[src/design/flash_cmd_pkg.sv]
// Constants for the flash store command handler: payload layout, command codes,
// store geometry, addressing and the software register map.
// Assumes a single 250 MHz clock domain; no timing constants are needed.
package flash_cmd_pkg;
    // Store geometry.
    localparam logic [15:0] STORE_BLOCKS = 16'h0077;
    localparam logic [15:0] BLOCK_BYTES = 16'h0200;
    // Addressing of memory commands.
    localparam logic [15:0] MEM_CLUSTER = 16'h0023;
    localparam logic [7:0] MEM_ENDPOINT = 8'he6;
    // Payload byte offsets.
    localparam logic [3:0] OFS_CODE = 4'h0;
    localparam logic [3:0] OFS_OPT = 4'h1;
    localparam logic [3:0] OFS_BLK_HI = 4'h2;
    localparam logic [3:0] OFS_BLK_LO = 4'h3;
    localparam logic [3:0] OFS_IDX_HI = 4'h4;
    localparam logic [3:0] OFS_IDX_LO = 4'h5;
    localparam logic [3:0] OFS_CNT_HI = 4'h6;
    localparam logic [3:0] OFS_CNT_LO = 4'h7;
    localparam logic [3:0] HDR_LAST = 4'h7;
    localparam logic [3:0] HDR_BYTES = 4'h8;
    // Command codes.
    localparam logic [7:0] CODE_GEOMETRY_QUERY = 8'h00;
    localparam logic [7:0] CODE_GEOMETRY_REPLY = 8'h80;
    localparam logic [7:0] CODE_REPLY_BIT = 8'h80;
    // Status bits.
    localparam logic [7:0] STATUS_OK = 8'h00;
    localparam logic [7:0] STATUS_FAIL = 8'h01;
    // Register map (word offsets in the plain register port).
    localparam logic [3:0] REG_CTRL = 4'h0;
    localparam logic [3:0] REG_EVENTS = 4'h1;
    localparam logic [3:0] REG_MASK = 4'h2;
    localparam logic [3:0] REG_STATE = 4'h3;
    localparam logic [3:0] REG_LAST_CODE = 4'h4;
    // Control bits.
    localparam int CTRL_ENABLE = 0;
    localparam int CTRL_ANSWER_UNKNOWN = 1;
    // Event bits.
    localparam int EV_REQUEST = 0;
    localparam int EV_REPLY = 1;
    localparam int EV_DROPPED = 2;
    localparam int EV_FAIL = 3;
    localparam int EV_WIDTH = 4;
    localparam logic [7:0] CTRL_RESET = 8'h03;
    typedef enum logic [2:0] {
        ST_IDLE = 3'b001,
        ST_COLLECT = 3'b010,
        ST_SEND = 3'b100
    } cmd_state_e;
endpackage

[src/design/field_be_split.sv]
// Splits a 16-bit field into its two payload bytes, most significant first.
// Assumes the caller supplies a byte position inside the field (0 or 1).
`timescale 1ns/10ps
module field_be_split
    import flash_cmd_pkg::*;
(
    input wire logic [15:0] field_value,
    input wire logic lo_byte,
    output logic [7:0] byte_out
);
    // The high byte travels first on the stream.
    assign byte_out = lo_byte ? field_value[7:0] : field_value[15:8];
endmodule

[src/design/flash_cmd_handler.sv]
// Command handler for the general flash store: takes request payload bytes,
// decodes the eight-byte header and streams the matching reply payload.
// Assumes the transport delivers payload bytes with endpoint, cluster and
// broadcast/source endpoint information held steady from first byte to last.
//
// How it works
// - Store has 119 blocks of 512 bytes, reported as geometry.
// - Only requests to cluster 0x23 on endpoint 0xe6 are handled.
// - Byte 0 holds command code, byte 1 command options.
// - Block number at byte 2, byte index at 4, byte count at 6.
// - Data bytes start at byte 8, counted by the byte count field.
// - Multi-byte fields go most significant byte first.
// - A unicast request gets a unicast reply to its source endpoint.
// - Broadcast requests get no reply at all.
// - Reply goes out as explicit frame; flag marks source endpoint 0xe6.
// - Reply mirrors request layout, byte 1 carries result status.
// - Reply code derives from request code by setting the top bit.
// - A unicast geometry query is answered with code 0x80.
// - Status bit 0 set means failure; other status bits zero.
// - Geometry reply block number field carries the block count.
// - Geometry reply byte index field carries the block size.
// - Geometry reply byte count is zero with no data bytes.
//
// Our own choices: the address-and-strobe port and the placing of the registers.
`timescale 1ns/10ps
module flash_cmd_handler
    import flash_cmd_pkg::*;
(
    input wire logic sys_clk,
    input wire logic rst,
    input wire logic clk_en,
    input wire logic [3:0] reg_addr,
    input wire logic [31:0] reg_wdata,
    input wire logic reg_write,
    input wire logic reg_read,
    output logic [31:0] reg_rdata,
    input wire logic req_valid,
    input wire logic [7:0] req_byte,
    input wire logic req_last,
    input wire logic req_broadcast,
    input wire logic [7:0] req_dest_endpoint,
    input wire logic [15:0] req_cluster,
    input wire logic [7:0] req_src_endpoint,
    output logic rsp_valid,
    output logic [7:0] rsp_byte,
    output logic rsp_last,
    output logic [7:0] rsp_dest_endpoint,
    output logic rsp_explicit,
    input wire logic rsp_ready,
    output logic busy,
    output logic irq
);
    // =====================================================================
    // Request collection
    // =====================================================================
    cmd_state_e state_reg;
    logic [3:0] hdr_pos_reg;
    logic [7:0] code_reg;
    logic [15:0] block_reg;
    logic [15:0] index_reg;
    logic [15:0] count_reg;
    logic [7:0] src_ep_reg;
    logic drop_reg;
    logic short_reg;
    logic [7:0] ctrl_reg;
    logic [EV_WIDTH-1:0] mask_reg;
    logic [EV_WIDTH-1:0] events;
    logic [EV_WIDTH-1:0] ev_set;
    logic ev_clear;
    logic [7:0] last_code_reg;
    logic [3:0] send_pos_reg;
    logic [7:0] rsp_code;
    logic [7:0] rsp_status;
    logic [15:0] rsp_blk;
    logic [15:0] rsp_idx;
    logic [15:0] rsp_cnt;
    logic [7:0] blk_byte;
    logic [7:0] idx_byte;
    logic [7:0] cnt_byte;
    logic [7:0] byte_next;
    logic addressed;
    logic known_code;
    logic finish;
    logic will_reply;

    // Requests for other clusters or endpoints pass by untouched.
    assign addressed = (req_cluster == MEM_CLUSTER) && (req_dest_endpoint == MEM_ENDPOINT);
    assign known_code = (code_reg == CODE_GEOMETRY_QUERY);
    assign finish = req_valid && req_last && (state_reg == ST_COLLECT);
    // Broadcast, short and, when disabled, unknown requests are dropped.
    // A payload that ends on the low count byte is complete even though the
    // short flag only clears at that same edge.
    assign will_reply = !drop_reg && !(short_reg && hdr_pos_reg != OFS_CNT_LO)
        && (known_code || ctrl_reg[CTRL_ANSWER_UNKNOWN]);

    // Main sequencer: idle, collect header and data, send the reply.
    always_ff @(posedge sys_clk) begin
        if (rst) begin
            state_reg <= ST_IDLE;
            send_pos_reg <= 4'h0;
        end else if (clk_en) begin
            unique case (state_reg)
                ST_IDLE: begin
                    if (req_valid && ctrl_reg[CTRL_ENABLE] && addressed) begin
                        state_reg <= req_last ? ST_IDLE : ST_COLLECT;
                    end
                end
                ST_COLLECT: begin
                    if (finish) begin
                        state_reg <= will_reply ? ST_SEND : ST_IDLE;
                        send_pos_reg <= OFS_CODE;
                    end
                end
                ST_SEND: begin
                    // Advance as each byte enters the output stage, so no byte repeats.
                    if (!rsp_valid || rsp_ready) begin
                        if (send_pos_reg == HDR_LAST) begin
                            state_reg <= ST_IDLE; // No data bytes follow.
                        end
                        send_pos_reg <= send_pos_reg + 4'h1;
                    end
                end
            endcase
        end
    end

    // Header capture: big-endian fields at fixed offsets; data bytes past
    // offset 8 are neither counted nor stored since no command here uses them.
    always_ff @(posedge sys_clk) begin
        if (rst) begin
            hdr_pos_reg <= 4'h0;
            code_reg <= 8'h00;
            block_reg <= 16'h0000;
            index_reg <= 16'h0000;
            count_reg <= 16'h0000;
            src_ep_reg <= 8'h00;
            drop_reg <= 1'b0;
            short_reg <= 1'b0;
        end else if (clk_en && req_valid) begin
            if (state_reg == ST_IDLE) begin
                hdr_pos_reg <= OFS_OPT;
                code_reg <= req_byte;
                src_ep_reg <= req_src_endpoint;
                drop_reg <= req_broadcast;
                short_reg <= 1'b1;
            end else if (state_reg == ST_COLLECT) begin
                if (hdr_pos_reg != HDR_BYTES) begin
                    hdr_pos_reg <= hdr_pos_reg + 4'h1;
                end
                // Options are accepted and ignored by every known command.
                unique case (hdr_pos_reg)
                    OFS_BLK_HI: block_reg[15:8] <= req_byte;
                    OFS_BLK_LO: block_reg[7:0] <= req_byte;
                    OFS_IDX_HI: index_reg[15:8] <= req_byte;
                    OFS_IDX_LO: index_reg[7:0] <= req_byte;
                    OFS_CNT_HI: count_reg[15:8] <= req_byte;
                    OFS_CNT_LO: begin
                        count_reg[7:0] <= req_byte;
                        short_reg <= 1'b0;
                    end
                    default: begin
                    end
                endcase
                // Data beyond offset 8 is skipped until the last byte.
            end
        end
    end

    // =====================================================================
    // Reply assembly
    // =====================================================================
    // Geometry replies carry block count, block size and zero count;
    // other codes echo the request block number and byte index, with zero count and the failure bit set.
    always_comb begin
        rsp_code = code_reg | CODE_REPLY_BIT;
        if (known_code) begin
            rsp_status = STATUS_OK;
            rsp_blk = STORE_BLOCKS;
            rsp_idx = BLOCK_BYTES;
            rsp_cnt = 16'h0000;
        end else begin
            rsp_status = STATUS_FAIL;
            rsp_blk = block_reg;
            rsp_idx = index_reg;
            rsp_cnt = 16'h0000;
        end
    end

    field_be_split blk_split (
        .field_value(rsp_blk),
        .lo_byte(send_pos_reg[0]),
        .byte_out(blk_byte)
    );
    field_be_split idx_split (
        .field_value(rsp_idx),
        .lo_byte(send_pos_reg[0]),
        .byte_out(idx_byte)
    );
    field_be_split cnt_split (
        .field_value(rsp_cnt),
        .lo_byte(send_pos_reg[0]),
        .byte_out(cnt_byte)
    );

    // Reply layout mirrors the request with status in byte 1.
    always_comb begin
        unique case (send_pos_reg)
            OFS_CODE: byte_next = rsp_code;
            OFS_OPT: byte_next = rsp_status;
            OFS_BLK_HI, OFS_BLK_LO: byte_next = blk_byte;
            OFS_IDX_HI, OFS_IDX_LO: byte_next = idx_byte;
            default: byte_next = cnt_byte;
        endcase
    end

    // Output stage is registered; a byte is loaded when the stage is empty or
    // being emptied and stands until the sink takes it. The last byte may still
    // stand after the sequencer has gone back to idle.
    always_ff @(posedge sys_clk) begin
        if (rst) begin
            rsp_valid <= 1'b0;
            rsp_byte <= 8'h00;
            rsp_last <= 1'b0;
            rsp_dest_endpoint <= 8'h00;
            rsp_explicit <= 1'b0;
        end else if (clk_en) begin
            if (state_reg == ST_SEND && (!rsp_valid || rsp_ready)) begin
                rsp_valid <= 1'b1;
                rsp_byte <= byte_next;
                rsp_last <= (send_pos_reg == HDR_LAST);
                rsp_dest_endpoint <= src_ep_reg;
                rsp_explicit <= (src_ep_reg == MEM_ENDPOINT);
            end else if (rsp_valid && rsp_ready) begin
                rsp_valid <= 1'b0;
                rsp_last <= 1'b0;
            end
        end
    end

    // =====================================================================
    // Registers and interrupt
    // =====================================================================
    // Control, mask and last-code capture.
    always_ff @(posedge sys_clk) begin
        if (rst) begin
            ctrl_reg <= CTRL_RESET;
            mask_reg <= '0;
            last_code_reg <= 8'h00;
        end else if (clk_en) begin
            if (reg_write && reg_addr == REG_CTRL) begin
                ctrl_reg <= reg_wdata[7:0];
            end
            if (reg_write && reg_addr == REG_MASK) begin
                mask_reg <= reg_wdata[EV_WIDTH-1:0];
            end
            if (finish) begin
                last_code_reg <= code_reg;
            end
        end
    end

    assign ev_set[EV_REQUEST] = finish;
    assign ev_set[EV_REPLY] = finish && will_reply;
    assign ev_set[EV_DROPPED] = finish && !will_reply;
    assign ev_set[EV_FAIL] = finish && will_reply && !known_code;
    assign ev_clear = reg_read && (reg_addr == REG_EVENTS);

    genvar gi;
    generate
        for (gi = 0; gi < EV_WIDTH; gi++) begin : g_ev
            sticky_event ev_bit (
                .sys_clk(sys_clk),
                .rst(rst),
                .clk_en(clk_en),
                .set_pulse(ev_set[gi]),
                .clear_pulse(ev_clear),
                .flag_reg(events[gi])
            );
        end
    endgenerate

    // Read data appears only in the cycle after the read strobe.
    always_ff @(posedge sys_clk) begin
        if (rst) begin
            reg_rdata <= 32'h0000_0000;
            irq <= 1'b0;
            busy <= 1'b0;
        end else if (clk_en) begin
            // Interrupt follows the next status value, so a set beats the read-clear.
            irq <= |(((events & ~{EV_WIDTH{ev_clear}}) | ev_set) & mask_reg);
            // Busy also covers a last reply byte still waiting for the sink.
            busy <= (state_reg != ST_IDLE) || rsp_valid;
            reg_rdata <= 32'h0000_0000;
            if (reg_read) begin
                unique case (reg_addr)
                    REG_CTRL: reg_rdata <= {24'h000000, ctrl_reg};
                    REG_EVENTS: reg_rdata <= {{(32-EV_WIDTH){1'b0}}, events};
                    REG_MASK: reg_rdata <= {{(32-EV_WIDTH){1'b0}}, mask_reg};
                    REG_STATE: reg_rdata <= {29'h0000_0000, state_reg};
                    REG_LAST_CODE: reg_rdata <= {24'h000000, last_code_reg};
                    default: reg_rdata <= 32'h0000_0000;
                endcase
            end
        end
    end

    // =====================================================================
    // Checks
    // =====================================================================
    broadcast_silent_a: assert property (@(posedge sys_clk) disable iff (rst)
        (finish && clk_en && drop_reg) |=> !rsp_valid [*8])
        else $error("reply started for a broadcast request");

    reply_code_a: assert property (@(posedge sys_clk) disable iff (rst)
        (state_reg == ST_SEND && send_pos_reg == OFS_CODE && known_code) |-> (rsp_code == CODE_GEOMETRY_REPLY))
        else $error("geometry reply code wrong");

    geometry_fields_a: assert property (@(posedge sys_clk) disable iff (rst)
        (state_reg == ST_SEND && known_code) |->
            ((send_pos_reg != OFS_BLK_LO || byte_next == STORE_BLOCKS[7:0]) &&
             (send_pos_reg != OFS_IDX_HI || byte_next == BLOCK_BYTES[15:8])))
        else $error("geometry reply fields wrong");

    irq_level_a: assert property (@(posedge sys_clk) disable iff (rst)
        (clk_en && !ev_clear && |((events | ev_set) & mask_reg)) |=> irq)
        else $error("interrupt not raised for an unmasked event");

    zero_count_a: assert property (@(posedge sys_clk) disable iff (rst)
        (rsp_valid && rsp_last) |-> (rsp_byte == 8'h00 && $past(rsp_cnt) == 16'h0000))
        else $error("reply byte count not zero");

    unknown_fails_a: assert property (@(posedge sys_clk) disable iff (rst)
        (state_reg == ST_SEND && !known_code) |-> (rsp_status == STATUS_FAIL))
        else $error("unknown code not flagged as failure");

    reply_dest_a: assert property (@(posedge sys_clk) disable iff (rst)
        rsp_valid |-> (rsp_dest_endpoint == src_ep_reg && rsp_explicit == (src_ep_reg == MEM_ENDPOINT)))
        else $error("reply endpoint wrong");

    unicast_reply_a: assert property (@(posedge sys_clk) disable iff (rst)
        (finish && clk_en && will_reply) |=> (state_reg == ST_SEND) ##1 rsp_valid)
        else $error("unicast request not answered");

    foreign_ignored_a: assert property (@(posedge sys_clk) disable iff (rst)
        (state_reg == ST_IDLE && req_valid && !addressed) |=> (state_reg == ST_IDLE))
        else $error("foreign request accepted");
endmodule

[src/design/sticky_event.sv]
// One sticky event bit: set by hardware, cleared by a software read.
// Assumes clock enable and synchronous reset shared with the parent.
`timescale 1ns/10ps
module sticky_event (
    input wire logic sys_clk,
    input wire logic rst,
    input wire logic clk_en,
    input wire logic set_pulse,
    input wire logic clear_pulse,
    output logic flag_reg
);
    // A set in the clearing cycle wins so that no event is lost.
    always_ff @(posedge sys_clk) begin
        if (rst) begin
            flag_reg <= 1'b0;
        end else if (clk_en) begin
            if (set_pulse) begin
                flag_reg <= 1'b1;
            end else if (clear_pulse) begin
                flag_reg <= 1'b0;
            end
        end
    end
endmodule

[config.mk]
export PLATFORM = sky130hd
export DESIGN_NAME = flash_cmd_handler
export DESIGN_NICKNAME = d
export VERILOG_FILES = /design/src/design/flash_cmd_pkg.sv /design/src/design/field_be_split.sv /design/src/design/flash_cmd_handler.sv /design/src/design/sticky_event.sv
export SDC_FILE = /design/constraint.sdc
export NUM_CORES = 1
export LEC_CHECK = 0
export BUFFER_PORTS_ARGS = -buffer_cell sky130_fd_sc_hd__buf_2
export CAP_MARGIN = 15
export CORE_MARGIN = 2
export CORE_UTILIZATION = 35
export CTS_CLUSTER_SIZE = 30
export DETAILED_ROUTE_END_ITERATION = 10
export SETUP_SLACK_MARGIN = 0.15
export SLEW_MARGIN = 15
export SYNTH_ARGS = -nofsm -noshare
export SYNTH_HDL_FRONTEND = slang
export SYNTH_SLANG_ARGS = --single-unit
export TNS_END_PERCENT = 10
[constraint.sdc]
create_clock -name sys_clk -period 3.1 [get_ports sys_clk]
set_input_delay 0.31 -clock sys_clk [delete_from_list [all_inputs] [get_ports sys_clk]]
set_output_delay 0.31 -clock sys_clk [all_outputs]
set_load 0.05 [all_outputs]
==> reports/summary.txt <==
Crit. Startpoint = send_pos_reg[0]
share of cells above drive strength 1 = 0.2050
vias per cell = 5.087
CP arrival = 2.44 ns
routed len/inst = 15.00 µm
Tmin final = 2.086 ns
clk_skew = 0.01235 ns
gr ovfl total = 0
CP endpoint = rsp_byte[5]
mux cell area share after synthesis = 0.1078
max_slew headroom = 0.5356
Routability Congestion = 0.8543
critical path endpoint category = register
outcome = completed
Die Y = 128.2 µm
xor/xnor cell area share of the yosys netlist = 0.008111
DRC errors left = 0
top post-synthesis cells by area = dfxtp_1, mux2i_1, nand2_1
number of DRC markers in iteration 0 = 287
largest net degree at the start of global routing = 67
via count = 4604
flop-to-flop setup slack = 1.01 ns
number of flops mapped to enable cells by yosys = 0
maximum vdd drop = 0.0004054 V
crit-path cells = buf_4 -> ha_1 -> nor2_1 -> nor3_1 -> a22oi_1 -> o21ai_0 -> a221o_1
hold-fix buffers at CTS = 0
Hold Violations, Final = 0
end of the worst register-to-register path = rsp_byte[5]
# resized after CTS = 0
critical path's top delay family = compound AO/OA/AOI/OAI gates
Syn Inst Count = 628
DP HPWL = 9706 µm
syn avg cell area = 8.597 µm²
WHS = 0.1355 ns
IO Pins = 138
Synth cell types = 65
largest family of logic cells by synthesized area = simple AND/OR/NAND/NOR gates
Worst path slowest cell = nor3_1
number of port buffers = 89
Synth Area in Adders = 0.01854
Pre-Repair DR Iteration Count = 4
floorplan row count = 45
CP max FO = 20
Die W = 128.2 µm
Root Buffer = clkbuf_16
Core ar. = 15150 µm²
final setup violation count = 0
ys flop type = dfxtp_1
CTS tree = built
unrepaired setup endpoints after global routing = false
Design Power = 0.003706 W
Post-synth ARST share = 0
worst slew pin tran = 0.6966 ns
Worst path depth = 7
first-pass GRT wire length = 22200 µm
cell taking the most area after synthesis = dfxtp_1
Setup Fix Bufs, Post-CTS = 0
clock buffer depth = 2
power per standard cell area = 572.4 nW/µm²
final design utilization = 0.4275
number of diodes = 0
share of the yosys chip area belonging to registers = 0.4227
Synth top area share = 0.4227
final instance area = 6475 µm²
setup TNS = 0 ns
max-slew violations = 0
CTS sink count = 114
slowest stage delay, CP = 0.43 ns
crit path buf inv count = 1
Critical Path RT = 3.46 ns
yosys warns = 0
maxcap violations = 0
worst-skew pair later-pin latency = 0.41 ns
vias in the first global route = 4465
H-tree depth = 4
Mapped Area = 5399 µm²
CP Class = reg2reg
worst r2r src = send_pos_reg[0]
FMAX = 479.4 MHz
Initial Util = 0.3565
total global-route track usage = 0.1706
crit path launch type = register
Final Net Count = 799
Post-Synth Simple-Gate Area = 0.2241
Clk pin slew, worst setup/hold paths = 0.05 ns
Placed Area = 5879 µm²
Synth Area in Compound Gates = 0.1497
number of antenna violations at the first check in global routing = 0
R2R depth = 7
most common cell after layout, fill and taps aside = dfxtp_1
synthesized flop and latch total = 114
Synth-to-Final Area Change = 19.93%
fillers = 1526
Hold Path Class = in2reg
cts bufs inserted = 17
post-route clock period utilization = 0.6729
most frequent cells in the layout = dfxtp_1, buf_2, nand2_1
Leak = 2.823 nW
routed wire length = 13580 µm
die area = 16440 µm²
post-route ant nets = 0
==> layer usage <==
metal,vias to the layer above,share of wire,wire length [µm],global-route usage
met1,2164,0.46,6249,0.2234
met4,0,0.0094,127,0.05688
met3,8,0.049,662,0.04382
li1,2312,-,-,-
met2,120,0.48,6537,0.2741
met5,-,0,0,0
==> area by class of cell <==
type	count	area, µm²	share of cell area
inverters	10	37.54	0.005797
repair buffers	94	485.5	0.07498
multi-input cells	469	2839	0.4385
clock inverters	5	100.1	0.01546
well taps	188	235.2	0.03633
clock buffers	25	495.5	0.07652
flip-flops and latches	114	2282	0.3525
==> how the worst min path moves through the flow <==
stage,startpoint,slack [ns],end,cells after the start
floorplan,last_code_reg[4],0.43,last_code_reg[4],2
global route,req_src_endpoint[0],0.13,src_ep_reg[0],3
CTS,reg_wdata[6],0.12,ctrl_reg[6],3
detailed placement,rsp_byte[3],0.45,rsp_byte[3],2
global placement,rsp_dest_endpoint[1],0.44,rsp_dest_endpoint[1],2
finish,reg_wdata[6],0.14,ctrl_reg[6],3
==> cell usage after synthesis (2+ instances only) <==
cell,n
a211o_1,2
a211oi_1,3
a21o_1,3
a21oi_1,60
a221o_1,4
a221oi_1,4
a22oi_1,12
a311oi_1,2
a32oi_1,2
and2_1,2
and3_1,5
and3b_1,2
buf_2,10
buf_4,25
clkbuf_1,21
dfxtp_1,114
ha_1,8
inv_1,10
mux2_2,9
mux2i_1,48
nand2_1,81
nand2b_1,3
nand3_1,13
nand3_2,4
nand3b_1,4
nand4_1,3
nand4b_1,3
nor2_1,78
nor2_2,3
nor2b_1,14
nor3_1,7
nor4_1,7
nor4b_1,2
o21a_1,4
o21ai_0,17
o22ai_1,3
or2_2,2
or3_1,4
xnor2_1,4
==> power by group <==
group | total, W | switching [W] | internal (W)
clock network | 0.00197 | 0.000632 | 0.00134
logic | 0.000242 | 0.000179 | 0.0000634
registers | 0.00150 | 0.0000138 | 0.00148
==> metrics by stage <==
step | worst slack [ns] | instances
CTS | 1.025 | 905
global placement | 0.9695 | 875
global route | 0.8462 | 905
finish | 1.014 | 905
floorplan | 1.088 | 651
detailed placement | 0.9067 | 875
==> tightest hold or removal path, delay by kind of cell <==
kind	cells	cell delay (ns)
buffers and inverters	1	0.08
multiplexers	1	0.05
AND/OR/NAND/NOR	1	0.07
==> cell families after synthesis <==
group / Yosys count
xor gates and xnor gates: 5
other: 1
DFF: 114
AOI/OAI and AO/OA: 128
and+or+nand+nor: 247
muxes: 57
buffers and inverters: 68
adders and majority gates: 8
Note: power is estimated with default switching activity, not from simulation.
